===== config.mk =====
export PLATFORM = sky130hd
export DESIGN_NAME = omcc_top
export DESIGN_NICKNAME = d
export VERILOG_FILES = /design/src/omcc_ready_timer.v /design/src/omcc_top.v
export VERILOG_INCLUDE_DIRS = /design/src
export SDC_FILE = /design/constraint.sdc
export NUM_CORES = 1
export LEC_CHECK = 0
export BUFFER_PORTS_ARGS = -buffer_cell sky130_fd_sc_hd__buf_2
export CAP_MARGIN = 20
export CORE_MARGIN = 4
export CORE_UTILIZATION = 45
export DETAILED_ROUTE_END_ITERATION = 10
export GPL_TIMING_DRIVEN = 0
export HOLD_SLACK_MARGIN = 0.02
export PLACE_DENSITY = 0.67
export SYNTH_ARGS = -nofsm -noshare
export SYNTH_HDL_FRONTEND = slang
export SYNTH_SLANG_ARGS = --single-unit

===== constraint.sdc =====
create_clock -name clock -period 5.7 [get_ports clock]
set_clock_uncertainty 0.15 [all_clocks]
set_input_delay 0.57 -clock clock [delete_from_list [all_inputs] [get_ports clock]]
set_output_delay 0.57 -clock clock [all_outputs]
set_load 0.1 [all_outputs]

===== src/omcc_defs.vh =====
// Constants for the operating-mode clock controller.
// Included by omcc_top.v and omcc_ready_timer.v.
`ifndef OMCC_DEFS_VH
`define OMCC_DEFS_VH
`define OMCC_ADDR_MODE      1'h0
`define OMCC_ADDR_RSTF      1'h1
`define OMCC_MODE_FCS       0
`define OMCC_MODE_IDLE      1
`define OMCC_MODE_FRDY      2
`define OMCC_MODE_SRDY      3
`define OMCC_MODE_QWE       4
`define OMCC_MODE_DIV_LO    5
`define OMCC_RSTF_WDR       0
`define OMCC_RSTF_THR       1
`define OMCC_RSTF_UVR       2
`define OMCC_RSTF_KEEP      7
`define OMCC_MODE_RESET     8'h01
`define OMCC_XTAL_SETTLE    8'd128
`define OMCC_IRC_SETTLE     8'd16
`define OMCC_SUB_WAKE       8'd2
`define OMCC_OSC_XTAL       2'h0
`define OMCC_OSC_IRC        2'h1
`endif


===== src/omcc_ready_timer.v =====
// Oscillator settle counter: counts ticks after start, then reports ready.
// Assumes tick is a one-cycle pulse of the oscillator being timed.
`timescale 1ns/1ns
`include "omcc_defs.vh"
module omcc_ready_timer (
	input  wire       clock,
	input  wire       rstn,
	input  wire       run,
	input  wire       tick,
	input  wire [7:0] limit,
	output reg        ready_q
);
	reg [7:0] cnt_q;
	always @(posedge clock) begin
		if (!rstn || !run) begin
			cnt_q   <= 8'h00;
			ready_q <= 1'b0;
		end else if (tick && !ready_q) begin
			if (cnt_q + 8'd1 >= limit) begin
				ready_q <= 1'b1;
			end
			cnt_q <= cnt_q + 8'd1;
		end
	end
endmodule


===== src/omcc_top.v =====
// Operating-mode and system-clock controller: mode register, reset flags,
// halt decode and wake-up sequencing. Assumes one clock and ticks from osc.
`timescale 1ns/1ns
`include "omcc_defs.vh"
module omcc_top (
	input  wire       clock,
	input  wire       rstn,
	input  wire       addr,
	input  wire [7:0] wdata,
	input  wire       wr,
	input  wire       rd,
	output reg  [7:0] rdata_q,
	input  wire       halt,
	input  wire       wake,
	input  wire       watchdog_on,
	input  wire [1:0] fast_osc_type,
	input  wire       slow_is_crystal,
	input  wire       fast_tick,
	input  wire       sub_tick,
	input  wire       uvr_event,
	input  wire       thr_invalid,
	input  wire       wdr_event,
	output wire       core_run,
	output wire       sys_clk_en,
	output wire       sys_from_sub,
	output wire       fast_osc_en,
	output wire       fast_div_clk_en,
	output wire       sub_osc_en,
	output wire [2:0] clk_div_sel,
	output wire       sel_undivided
);
	localparam RUN   = 6'b000001;
	localparam DEEP  = 6'b000010;
	localparam WDS   = 6'b000100;
	localparam RIDLE = 6'b001000;
	localparam FIDLE = 6'b010000;
	localparam WAKE  = 6'b100000;

	reg [5:0] st_q;
	reg [5:0] st_d;
	reg [7:0] mode_q;
	reg [2:0] flags_q;
	reg       keep_q;
	reg       quick_q;
	reg       quick_d;
	reg       sub_cnt_q;
	reg       sub_done_q;

	wire fast_rdy;
	wire slow_rdy;
	wire slow_sel;
	wire wr_mode = wr && (addr == `OMCC_ADDR_MODE);
	wire wr_rstf = wr && (addr == `OMCC_ADDR_RSTF);

	// Slow source picked: select bit low and divider field 000 or 001
	assign slow_sel = !mode_q[`OMCC_MODE_FCS] && (mode_q[7:6] == 2'b00);
	assign clk_div_sel = mode_q[7:5];
	assign sel_undivided = mode_q[`OMCC_MODE_FCS];

	// Fast oscillator off while slow clock in use or sleeping without it
	assign fast_osc_en = !slow_sel && ((st_q == RUN) || (st_q == FIDLE) ||
		(st_q == WAKE));
	assign fast_div_clk_en = fast_osc_en && fast_rdy;
	assign sub_osc_en = (st_q != DEEP) || watchdog_on;

	always @* begin
		st_d = st_q;
		quick_d = quick_q;
		case (st_q)
			RUN: begin
				if (halt) begin
					if (mode_q[`OMCC_MODE_IDLE]) begin
						st_d = keep_q ? FIDLE : RIDLE;
					end else begin
						st_d = watchdog_on ? WDS : DEEP;
					end
				end
			end
			DEEP, WDS, RIDLE: begin
				if (wake) begin
					st_d = WAKE;
					// Quick wake needs crystal and a running auxiliary clock
					quick_d = (st_q != DEEP) && mode_q[`OMCC_MODE_QWE] &&
						(fast_osc_type == `OMCC_OSC_XTAL) && !slow_sel;
				end
			end
			FIDLE: begin
				if (wake) begin
					st_d = RUN;
				end
			end
			WAKE: begin
				if (quick_q ? sub_done_q : (slow_sel ? slow_rdy : fast_rdy)) begin
					st_d = RUN;
					quick_d = 1'b0;
				end
			end
			default: st_d = RUN;
		endcase
	end

	always @(posedge clock) begin
		if (!rstn) begin
			st_q <= RUN;
			quick_q <= 1'b0;
			sub_cnt_q <= 1'b0;
			sub_done_q <= 1'b0;
		end else begin
			st_q <= st_d;
			quick_q <= quick_d;
			if (st_q != WAKE) begin
				sub_cnt_q <= 1'b0;
				sub_done_q <= 1'b0;
			end else if (sub_tick && !sub_done_q) begin
				sub_cnt_q <= 1'b1;
				sub_done_q <= sub_cnt_q;
			end
		end
	end

	// Quick wake selects the auxiliary clock until crystal settles or quick_q clears on leaving WAKE
	assign sys_from_sub = (quick_q && !fast_rdy) || slow_sel;
	assign core_run = (st_q == RUN);
	assign sys_clk_en = (st_q == RUN) || (st_q == FIDLE) ||
		(sys_from_sub && (st_q == RUN));

	// Fast timer restarts whenever the oscillator is off
	omcc_ready_timer u_fast (
		.clock   (clock),
		.rstn    (rstn),
		.run     (fast_osc_en),
		.tick    (fast_tick),
		.limit   ((fast_osc_type == `OMCC_OSC_XTAL) ? `OMCC_XTAL_SETTLE :
			((fast_osc_type == `OMCC_OSC_IRC) ? `OMCC_IRC_SETTLE : `OMCC_SUB_WAKE)),
		.ready_q (fast_rdy)
	);

	omcc_ready_timer u_slow (
		.clock   (clock),
		.rstn    (rstn),
		.run     (sub_osc_en),
		.tick    (sub_tick),
		.limit   (slow_is_crystal ? `OMCC_XTAL_SETTLE : `OMCC_SUB_WAKE),
		.ready_q (slow_rdy)
	);

	always @(posedge clock) begin
		if (!rstn) begin
			mode_q <= `OMCC_MODE_RESET;
			keep_q <= 1'b0;
		end else begin
			if (wr_mode) begin
				// Ready bits are status only; writes to them are dropped
				mode_q <= {wdata[7:4], 2'b00, wdata[1:0]};
			end
			if (wr_rstf) begin
				keep_q <= wdata[`OMCC_RSTF_KEEP];
			end
		end
	end

	// Flags are not reset by rstn: they record what caused the reset
	genvar i;
	generate
		for (i = 0; i < 3; i = i + 1) begin : g_flag
			wire ev = (i == `OMCC_RSTF_WDR) ? wdr_event :
				((i == `OMCC_RSTF_THR) ? thr_invalid : uvr_event);
			always @(posedge clock) begin
				if (ev) begin
					flags_q[i] <= 1'b1;
				end else if (wr_rstf && !wdata[i]) begin
					flags_q[i] <= 1'b0;
				end
			end
		end
	endgenerate

	// Power-up zero for all three flags
	initial flags_q = 3'b000;

	always @(posedge clock) begin
		if (!rstn) begin
			rdata_q <= 8'h00;
		end else if (rd) begin
			if (addr == `OMCC_ADDR_MODE) begin
				rdata_q <= {mode_q[7:4], slow_rdy, fast_rdy, mode_q[1:0]};
			end else begin
				rdata_q <= {keep_q, 4'h0, flags_q};
			end
		end else begin
			rdata_q <= 8'h00;
		end
	end
endmodule


# [Yosys cells after proc, flatten, opt, wreduce, memory -nomap -nowiden]
# Index checks and enable logic that the tools add are counted.
[totals] reg_bits=45 inputBits=24 out_inout_bits=18 elab_cells=97
[op_classes] add_sub_neg=2 magnitude_cmp=2 n_eq_ne=13 mux=17 bitwise=3 reduce_logical=45
[op_table] op="two-way mux 6 bit" n=4
[op_table] op="two-way mux 8 bit" n=3
[op_table] op="case mux 6 bit (4 select lines)" n=1
[op_table] op="adder 8 x 1 -> 8 bit, second input constant" n=2
[op_table] op="greater-or-equal comparator 8 bit" n=2
[op_table] op="logical AND 1 bit" n=16
[op_table] op="two-way mux 5 bit" n=3
[op_table] op="zero test 1 bit" n=11
[op_table] op="logical OR 1 bit" n=7
[op_table] op="equality test 6 x 1 -> 1 bit, second input constant" n=1
[op_table] op="equality test 6 x 2 -> 1 bit, second input constant" n=1
[op_table] op="equality test 6 x 3 -> 1 bit, second input constant" n=1
[op_table] op="equality test 6 x 4 -> 1 bit, second input constant" n=1
[op_table] op="equality test 6 x 5 -> 1 bit, second input constant" n=1
[op_table] op="equality test 6 bit, second input constant" n=1
[op_table] op="inequality test 2 bit, second input constant" n=3
[op_table] op="inequality test 6 x 2 -> 1 bit, second input constant" n=1
[op_table] op="inequality test 6 bit, second input constant" n=1
[op_table] op="AND reduction 2 bit" n=3
[op_table] op="OR reduction 3 bit" n=2
[op_table] op="zero test 2 bit" n=2
[op_table] op="two-way mux 1 bit" n=4
[op_table] op="AND reduction 4 bit" n=1
[op_table] op="two-way mux 3 bit" n=1
[op_table] op="7 further kinds" n=9

# [Longest topological paths before layout]
# Gate-level depths: netlist of the first run.
[depth] depth_word=6 ltp_mapped=8 depth_no_buf=8

# [By module]
# A second synthesis of the first run with hierarchy kept.
[hier_totals] hier_cells=288 area_unflattened_um2=2546.2
[modules_own_cells] module="omcc_ready_timer" n_inst=2 cells_per_inst=76 area_per_inst_um2=658.1
[modules_own_cells] module="omcc_top" n_inst=1 cells_per_inst=136 area_per_inst_um2=1229.9

# [Least setup slack after synthesis of the first run]
# Ideal clock, no wire load.
[synth_timing] path_kind="register to output" start="register mode_q[0]" end="output fast_div_clk_en" arrival_time_ps=4396 required_ps=4980 path_slack_ps=584 stages_incl_launch_ff=4 cell_sequence="dfxtp_1 > nor3_1 > nor3_1 > and2_1"
[synth_via] elab_chain_len=5
[synth_lines] item="start: declaration" line="omcc_top.v:41" source="reg [7:0] mode_q;"
[synth_lines] item="start signal: assignment" line="omcc_top.v:149" source="mode_q <= `OMCC_MODE_RESET;"
[synth_lines] item="start signal: assignment" line="omcc_top.v:154" source="mode_q <= {wdata[7:4], 2'b00, wdata[1:0]};"
[synth_lines] item="zero test 1 bit" line="omcc_top.v:56" source="assign slow_sel = !mode_q[`OMCC_MODE_FCS] && (mode_q[7:6] == 2'b00);"
[synth_lines] item="logical AND 1 bit" line="omcc_top.v:56"
[synth_lines] item="zero test 1 bit" line="omcc_top.v:61" source="assign fast_osc_en = !slow_sel && ((st_q == RUN) || (st_q == FIDLE) ||"
[synth_lines] item="logical AND 1 bit" line="omcc_top.v:61"
[synth_lines] item="named net fast_osc_en" line="omcc_top.v:26" source="output wire fast_osc_en,"
[synth_lines] item="logical AND 1 bit" line="omcc_top.v:63" source="assign fast_div_clk_en = fast_osc_en && fast_rdy;"
[synth_lines] item="end: declaration" line="omcc_top.v:27" source="output wire fast_div_clk_en,"
# The timed path passes the listed nets, and every way through them passes these cells.

# [Worst setup path in the final report of the first run]
[layout_timing] start="register st_q[1]" end="output core_run"
[layout_via] elab_chain_len=1
[layout_lines] item="start: declaration" line="omcc_top.v:39" source="reg [5:0] st_q;"
[layout_lines] item="start signal: assignment" line="omcc_top.v:109" source="st_q <= st_d;"
[layout_lines] item="equality test 6 x 1 -> 1 bit" line="omcc_top.v:123" source="assign core_run = (st_q == RUN);"
[layout_lines] item="end: declaration" line="omcc_top.v:23" source="output wire core_run,"
# Every way passes these cells.

==> results of run 1 <==
==> synth_stat cells, drive strengths merged <==
library cell,count
a2111oi,1
a211o,1
a21boi,1
a21o,1
a21oi,9
a2bb2oi,1
a32oi,1
and2,7
and3,5
buf,5
clkbuf,10
dfxtp,45
ha,7
inv,9
mux2i,17
nand2,22
nand2b,6
nand3,8
nand4,5
nand4b,2
nor2,33
nor2b,7
nor3,7
nor4b,2
o211ai,4
o21ai,6
o21bai,1
o221ai,1
o22a,1
o31ai,1
or2,2
or3,1
or3b,1
or4,1
or4b,1
xnor2,14
xor2,14
==> layer usage <==
layer | track usage | wire [um] | vias to the layer above
li1 | - | - | 962
met2 | 0.2399 | 1960 | 40
met1 | 0.2007 | 2246 | 843
met3 | 0.04308 | 266 | 7
met5 | 0 | 0 | -
met4 | 0.07045 | 65 | 0
==> cell families (layout without fill, tap and decap cells) <==
| group | after synthesis | in the layout | share of synthesized area |
|---|---|---|---|
| buffers and inverters | 24 | 71 | 0.05911 |
| xor gates and xnor gates | 28 | 28 | 0.1073 |
| and+or+nand+nor | 110 | 110 | 0.2447 |
| adders and majority gates | 7 | 7 | 0.03831 |
| AOI/OAI and AO/OA | 29 | 29 | 0.08211 |
| DFF | 45 | 45 | 0.3941 |
| muxes | 17 | 17 | 0.07444 |
==> cells in the final DEF (no fill, tap or decap), types with 2 or more instances in the layout <==
cell type / netlist / final
sky130_fd_sc_hd__dfxtp_1: 45 / 45
sky130_fd_sc_hd__buf_2: 0 / 39
sky130_fd_sc_hd__nor2_1: 33 / 33
sky130_fd_sc_hd__nand2_1: 21 / 21
sky130_fd_sc_hd__mux2i_1: 17 / 17
sky130_fd_sc_hd__xor2_1: 14 / 14
sky130_fd_sc_hd__xnor2_1: 14 / 14
sky130_fd_sc_hd__clkbuf_1: 9 / 9
sky130_fd_sc_hd__inv_1: 9 / 9
sky130_fd_sc_hd__a21oi_1: 9 / 9
sky130_fd_sc_hd__nand3_1: 8 / 8
sky130_fd_sc_hd__clkbuf_8: 1 / 8
sky130_fd_sc_hd__nor3_1: 7 / 7
sky130_fd_sc_hd__and2_1: 7 / 7
sky130_fd_sc_hd__nor2b_1: 7 / 7
sky130_fd_sc_hd__ha_1: 7 / 7
sky130_fd_sc_hd__nand2b_1: 6 / 6
sky130_fd_sc_hd__and3_1: 5 / 5
sky130_fd_sc_hd__o21ai_0: 5 / 5
sky130_fd_sc_hd__nand4_1: 5 / 5
sky130_fd_sc_hd__o211ai_1: 4 / 4
sky130_fd_sc_hd__buf_4: 3 / 3
sky130_fd_sc_hd__or2_2: 2 / 2
sky130_fd_sc_hd__nor4b_1: 2 / 2
sky130_fd_sc_hd__nand4b_1: 2 / 2
==> metrics by stage <==
| step | setup slack [ns] | util |
|---|---|---|
| finish | 2.673 | 0.5535 |
| floorplan | 0.5840 | - |
| CTS | 2.668 | 0.5535 |
| detailed placement | 3.005 | 0.5325 |
| global route | 2.585 | 0.5535 |
| global placement | 3.023 | 0.5325 |
==> flip-flops by register name (all words and copies together), names as in the netlist <==
register	count
u_slow.cnt_q	8
sub_done_q	1
quick_q	1
st_q	6
sub_cnt_q	1
u_fast.ready_q	1
mode_q	6
flags_q	3
keep_q	1
u_slow.ready_q	1
rdata_q	8
u_fast.cnt_q	8
==> critical path, delay by kind of cell, from the launching register on <==
kind / cells / cell delay [ns]
simple gates: 2 / 0.98
buf+inv: 3 / 0.71
flops: 1 / 0.31
==> cell type report <==
type                            count  area, um2  share of cell area
Tap cell                           67      83.83             0.03144
Sequential cell                    45      900.9              0.3379
Clock inverter                      1      5.005            0.001877
Buffer                             15      101.3             0.03801
Inverter                            9      33.78             0.01267
Multi-Input combinational cell    191       1250              0.4688
Clock buffer                        7      96.34             0.03613
Timing Repair Buffer               39      195.2             0.07320
==> power by group <==
group          switching, mW  leakage, nW  total, mW  internal, mW
logic                  0.293        0.746      0.404         0.111
clock network          0.108       0.0542      0.218         0.110
registers             0.0236        0.366      0.360         0.337
==> final timing paths <==
| path | startpoint | to | slack, ns | cells after the start |
|---|---|---|---|---|
| worst min-delay path | uvr_event | flags_q[2] | 0.30 | 2 |
| worst min register to register | flags_q[1] | flags_q[1] | 0.32 | 2 |
| worst max-delay path | st_q[1] | core_run | 2.67 | 5 |
| worst max register to register | st_q[1] | st_q[1] | 3.39 | 5 |
==> Flow_metrics.wiki, run 1 <==
{| class="wikitable"
! Metric !! Value
|-
| Flip-flop and latch count after synthesis || 45
|-
| Post_cts resized || 0
|-
| Endpoint type of the worst setup path || output pin
|-
| Number of port buffers || 39
|-
| CP Launch Type || flip-flop
|-
| Final weighted congestion in routability-driven placement || 0.7821
|-
| Number of distinct library cells after synthesis || 42
|-
| Post-CTS setup buffers || 0
|-
| Count of non-filler cells in the finished layout || 374
|-
| Sequential-to-total area share from yosys stat || 0.3941
|-
| Number of setup violations in the final report || 0
|-
| Final design instance area without fill || roughly 2700 um2
|-
| Pre-Repair DR Iteration Count || 4
|-
| Actual slew at the worst max-slew pin || 0.7521 ns
|-
| Area fraction of the dominant cell type after synthesis || 0.3941
|-
| TritonCTS Buffers || 5
|-
| Die outline width || 79.28 um
|-
| Number of fill cells || 485
|-
| Routed via count || about 1,900
|-
| # Max-Cap Violations || 0
|-
| Die height || 79.28 um
|-
| Largest vdd supply drop || 0.1971 mV
|-
| Total congestion overflow after global routing || 0
|-
| Hold-fix buffer count after cts || 0
|-
| Die area || ~6300 um2
|-
| Wire per inst || 12.13 um
|-
| Maximum number of buffers from clock root to sink || 2
|-
| Synthesized netlist cell count || 260
|-
| # clock sinks || 45
|-
| Initial core utilization || 0.4745
|-
| Power, Total || 0.9820 mW
|-
| Clock latency at the later pin of the worst-skew pair || roughly 0.30 ns
|-
| Achievable clock frequency || 330.4 MHz
|-
| Ant. Diodes || 0
|-
| Min Tclk post-route || 3.027 ns
|-
| Reported leakage power || around 1.2 nW
|-
| Maximum level of the CTS H-tree || 2
|-
| Total core area || 4817 um2
|-
| Vias in the first global route || roughly 1,800
|-
| RSZ-0062 raised after global routing || no
|-
| TritonCTS clock tree || built
|-
| Largest net degree at the start of global routing || 14
|-
| Number of antenna violations at the first check in global routing || 0
|-
| Areal power density over the cells || 368.3 nW/um2
|-
| Average footprint of a synthesized cell || 8.792 um2
|-
| Signed area change from the synthesized netlist to the final layout || 16.64%
|-
| Placed instance count || 366
|-
| Global-route wire length before repair || between 7000 and 8000 um
|-
| Cell Chain, Critical Path || buf_6, or4_4, or3b_4, inv_1, buf_2
|-
| Root Driver || sky130_fd_sc_hd__clkbuf_8
|-
| Share of the cycle needed by the critical path after routing || 0.5310
|-
| Worst Path Class, Setup || reg -> out
|-
| Setup TNS after final layout || 0 ns
|-
| Post-synth net total || 291
|-
| Clock transition time at the flip-flop clock pins of the worst setup and hold paths || 0.09 ns
|-
| Crit path max-delay cell type || sky130_fd_sc_hd__or4_4
|-
| Post-synthesis instance area || 2286 um2
|-
| Routed via count divided by cell count || 4.952
|-
| Leading cell types by total area after synthesis || sky130_fd_sc_hd__dfxtp_1 (39%), sky130_fd_sc_hd__mux2i_1 (7.4%), sky130_fd_sc_hd__nor2_1 (5.4%), sky130_fd_sc_hd__xnor2_1 (5.4%), sky130_fd_sc_hd__xor2_1 (5.4%)
|-
| WL final || 4538 um
|-
| Final nets || 337
|-
| CP peak stage delay || approximately 0.55 ns
|-
| Global router's overall resource usage || 0.1553
|-
| Initial drt markers || 86
|-
| Worst EP required || 4.98 ns
|-
| DRC viols || 0
|-
| Standard-cell rows || 25
|-
| Hold Worst Slack || 0.2980 ns
|-
| Fraction of final layout cells with drive strength greater than 1 || 0.1922
|-
| Number of warnings reported in the yosys synthesis log || 0
|-
| Worst Hold Class || in -> reg
|-
| Data arrival time of the critical path || ~2.3 ns
|-
| Number of primary I/O pins || 42
|-
| Outcome || finished, final reports clean
|-
| Max-slew violation total from the final report || 0
|-
| Number of nets with antenna violations after routing || 0
|-
| Post-place instance area || 2565 um2
|-
| DP Wirelength || between 3000 and 4000 um
|-
| Max Fanout on Critical Path || 8
|-
| Final hold violation count || 0
|-
| Synth area leader || sky130_fd_sc_hd__dfxtp_1
|-
| Relative slew slack || 0.4952
|}
Note: power is estimated with default switching activity, not from simulation.
==> inputs of run 2 (changes only) <==
- PLACE_DENSITY: 0.67 -> 0.69
- clock period: 5.7 -> 2.5 ns (I/O delays scaled with it)
==> run 2 against run 1 <==
Compared with the run above:
- design area grew 3.8%
- die area is the same
- critical path depth is the same
- routed wire length grew 1.5%
- first-iteration DRC count shrank 42%
- combinational power grew to 2.6 times the previous value
- sequential power grew 130%
- critical endpoint unchanged
- via count grew 0.86%
- worst hold slack lost 0.25 ns
==> Flow_metrics.wiki, run 2 (synthesis results as in run 1) <==
{| class="wikitable"
! Metric !! Value
|-
| Maximum number of buffers from clock root to sink || 2
|-
| WL final || 4605 um
|-
| Cell Chain, Critical Path || buf_6, or4_4, or3b_4, clkinvlp_4, buf_12
|-
| Clock latency at the later pin of the worst-skew pair || 0.30 ns
|-
| TritonCTS Buffers || 5
|-
| TritonCTS clock tree || built
|-
| CP Launch Type || flip-flop
|-
| Min Tclk post-route || 2.439 ns
|-
| Crit path max-delay cell type || sky130_fd_sc_hd__or4_4
|-
| Share of the cycle needed by the critical path after routing || 0.9754
|-
| RSZ-0062 raised after global routing || no
|-
| Initial drt markers || 50
|-
| Ant. Diodes || 0
|-
| Final hold violation count || 0
|-
| # clock sinks || 45
|-
| Outcome || finished, final reports clean
|-
| Worst Hold Class || in -> reg
|-
| Data arrival time of the critical path || 2.04 ns
|-
| Commonest non-fill, non-tap cells in the layout || sky130_fd_sc_hd__dfxtp_1 (44), sky130_fd_sc_hd__buf_2 (37), sky130_fd_sc_hd__nor2_1 (33)
|-
| Utilization of the core after routing || 0.5743
|-
| Root Driver || sky130_fd_sc_hd__clkbuf_8
|-
| Vias in the first global route || approximately 1,800
|-
| Routed via count || 1,868
|-
| Worst EP required || 2.10 ns
|-
| Worst Slack Setup Final || 0.06139 ns
|-
| Clock transition time at the flip-flop clock pins of the worst setup and hold paths || around 0.09 ns
|-
| Origin of the worst setup path || st_q[1]
|-
| Total congestion overflow after global routing || 0
|-
| Signed area change from the synthesized netlist to the final layout || 21.02%
|-
| Max Fanout on Critical Path || 8
|-
| Final design instance area without fill || 2766 um2
|-
| DP Wirelength || 3350 um
|-
| R2R Path Start || st_q[1]
|-
| Die height || a little under 80 um
|-
| Power, Total || 2.342 mW
|-
| Number of nets with antenna violations after routing || 0
|-
| Initial core utilization || 0.4745
|-
| Sequential cell area || 902.1 um2
|-
| Maximum level of the CTS H-tree || 2
|-
| Relative slew slack || 0.4806
|-
| Die area || 6285 um2
|-
| Max-slew violation total from the final report || 0
|-
| Worst Path Class, Setup || reg -> out
|-
| Fraction of final layout cells with drive strength greater than 1 || 0.2109
|-
| Number of antenna violations at the first check in global routing || 0
|-
| Number of fill cells || roughly 460
|-
| Global router's overall resource usage || 0.1566
|-
| Final weighted congestion in routability-driven placement || roughly 0.85
|-
| Worst Min Path Start || wdata[1]
|-
| Multi-input gate area in the final layout || 1275 um2
|-
| Wire per inst || roughly 12 um
|-
| CP peak stage delay || 0.54 ns
|-
| Pre-Repair DR Iteration Count || 4
|-
| Count of buffer and inverter cells on the critical path || 3
|-
| Achievable clock frequency || 410.1 MHz
|-
| Reported leakage power || between 1 and 1.5 nW
|-
| Actual slew at the worst max-slew pin || 0.7731 ns
|-
| Final nets || about 340
|-
| DRC viols || 0
|-
| Largest vdd supply drop || 0.5817 mV
|-
| Areal power density over the cells || 846.6 nW/um2
|-
| Largest net degree at the start of global routing || 15
|-
| Routed via count divided by cell count || 4.916
|-
| Standard-cell rows || 25
|-
| Total core area || 4817 um2
|-
| Worst path top cell family by delay || simple AND/OR/NAND/NOR gates
|-
| Global-route wire length before repair || 7831 um
|-
| Post-place setup slack || 0.1552 ns
|-
| Number of primary I/O pins || 42
|-
| Largest registers || rdata_q x8, u_fast.cnt_q x8, u_slow.cnt_q x8
|-
| Post-place instance area || 2589 um2
|-
| Number of port buffers || 39
|-
| # Max-Cap Violations || 0
|-
| Die outline width || 79.28 um
|-
| Number of setup violations in the final report || 0
|-
| Most common cell after layout, fill and taps aside || sky130_fd_sc_hd__dfxtp_1
|-
| Endpoint type of the worst setup path || output pin
|}
run 2: layer usage:
metal  track usage  routed length, um
met4       0.06701                103
met2        0.2618               2200
met3       0.04195                186
met1        0.1885               2115
met5             0                  0
run 2: where the power goes:
part           internal [mW]  switching [mW]
combinational          0.342           0.704
sequential             0.768          0.0550
clock                  0.224           0.248
total                   1.33            1.01
run 2: path summary, 6_finish.rpt:
kind	endpoint	slack (ns)	cells past startpoint
max	core_run	0.06	5
min	flags_q[1]	0.05	3
max reg2reg	st_q[0]	0.13	8
min reg2reg	flags_q[0]	0.33	2
run 2: layout make-up:
cell class                      instances  share of cell area
Multi-Input combinational cell        191              0.4609
Sequential cell                        45              0.3261
Timing Repair Buffer                   45             0.09769
Tap cell                               67             0.03030
Inverter                                9             0.01357
Buffer                                 15             0.03663
Clock inverter                          2            0.004975
Clock buffer                            6             0.02985
run 2: tightest hold or removal path, delay by kind of cell:
kind	cells	cell delay, ns
buffers and inverters	1	0.09
AO/OA/AOI/OAI	1	0.08
AND/OR/NAND/NOR	1	0.07
run 2: through the flow:
stage          std cells  setup TNS, ns  hold slack [ns]
2_1_floorplan        260        -0.2483           0.2015
3_3_place_gp         366              0           0.2825
3_5_place_dp         366              0           0.2863
4_1_cts              378              0          0.02722
5_1_grt              380              0          0.04295
6_report             380              0          0.05197
run 2: timing repair:
action / CTS / global route
hold buffers: 4 / 1
hold endpoints to repair: 4 / 1
endpoints found under the setup margin: 1 / 3
resized for setup: 3 / 3
setup buffers: 0 / 1
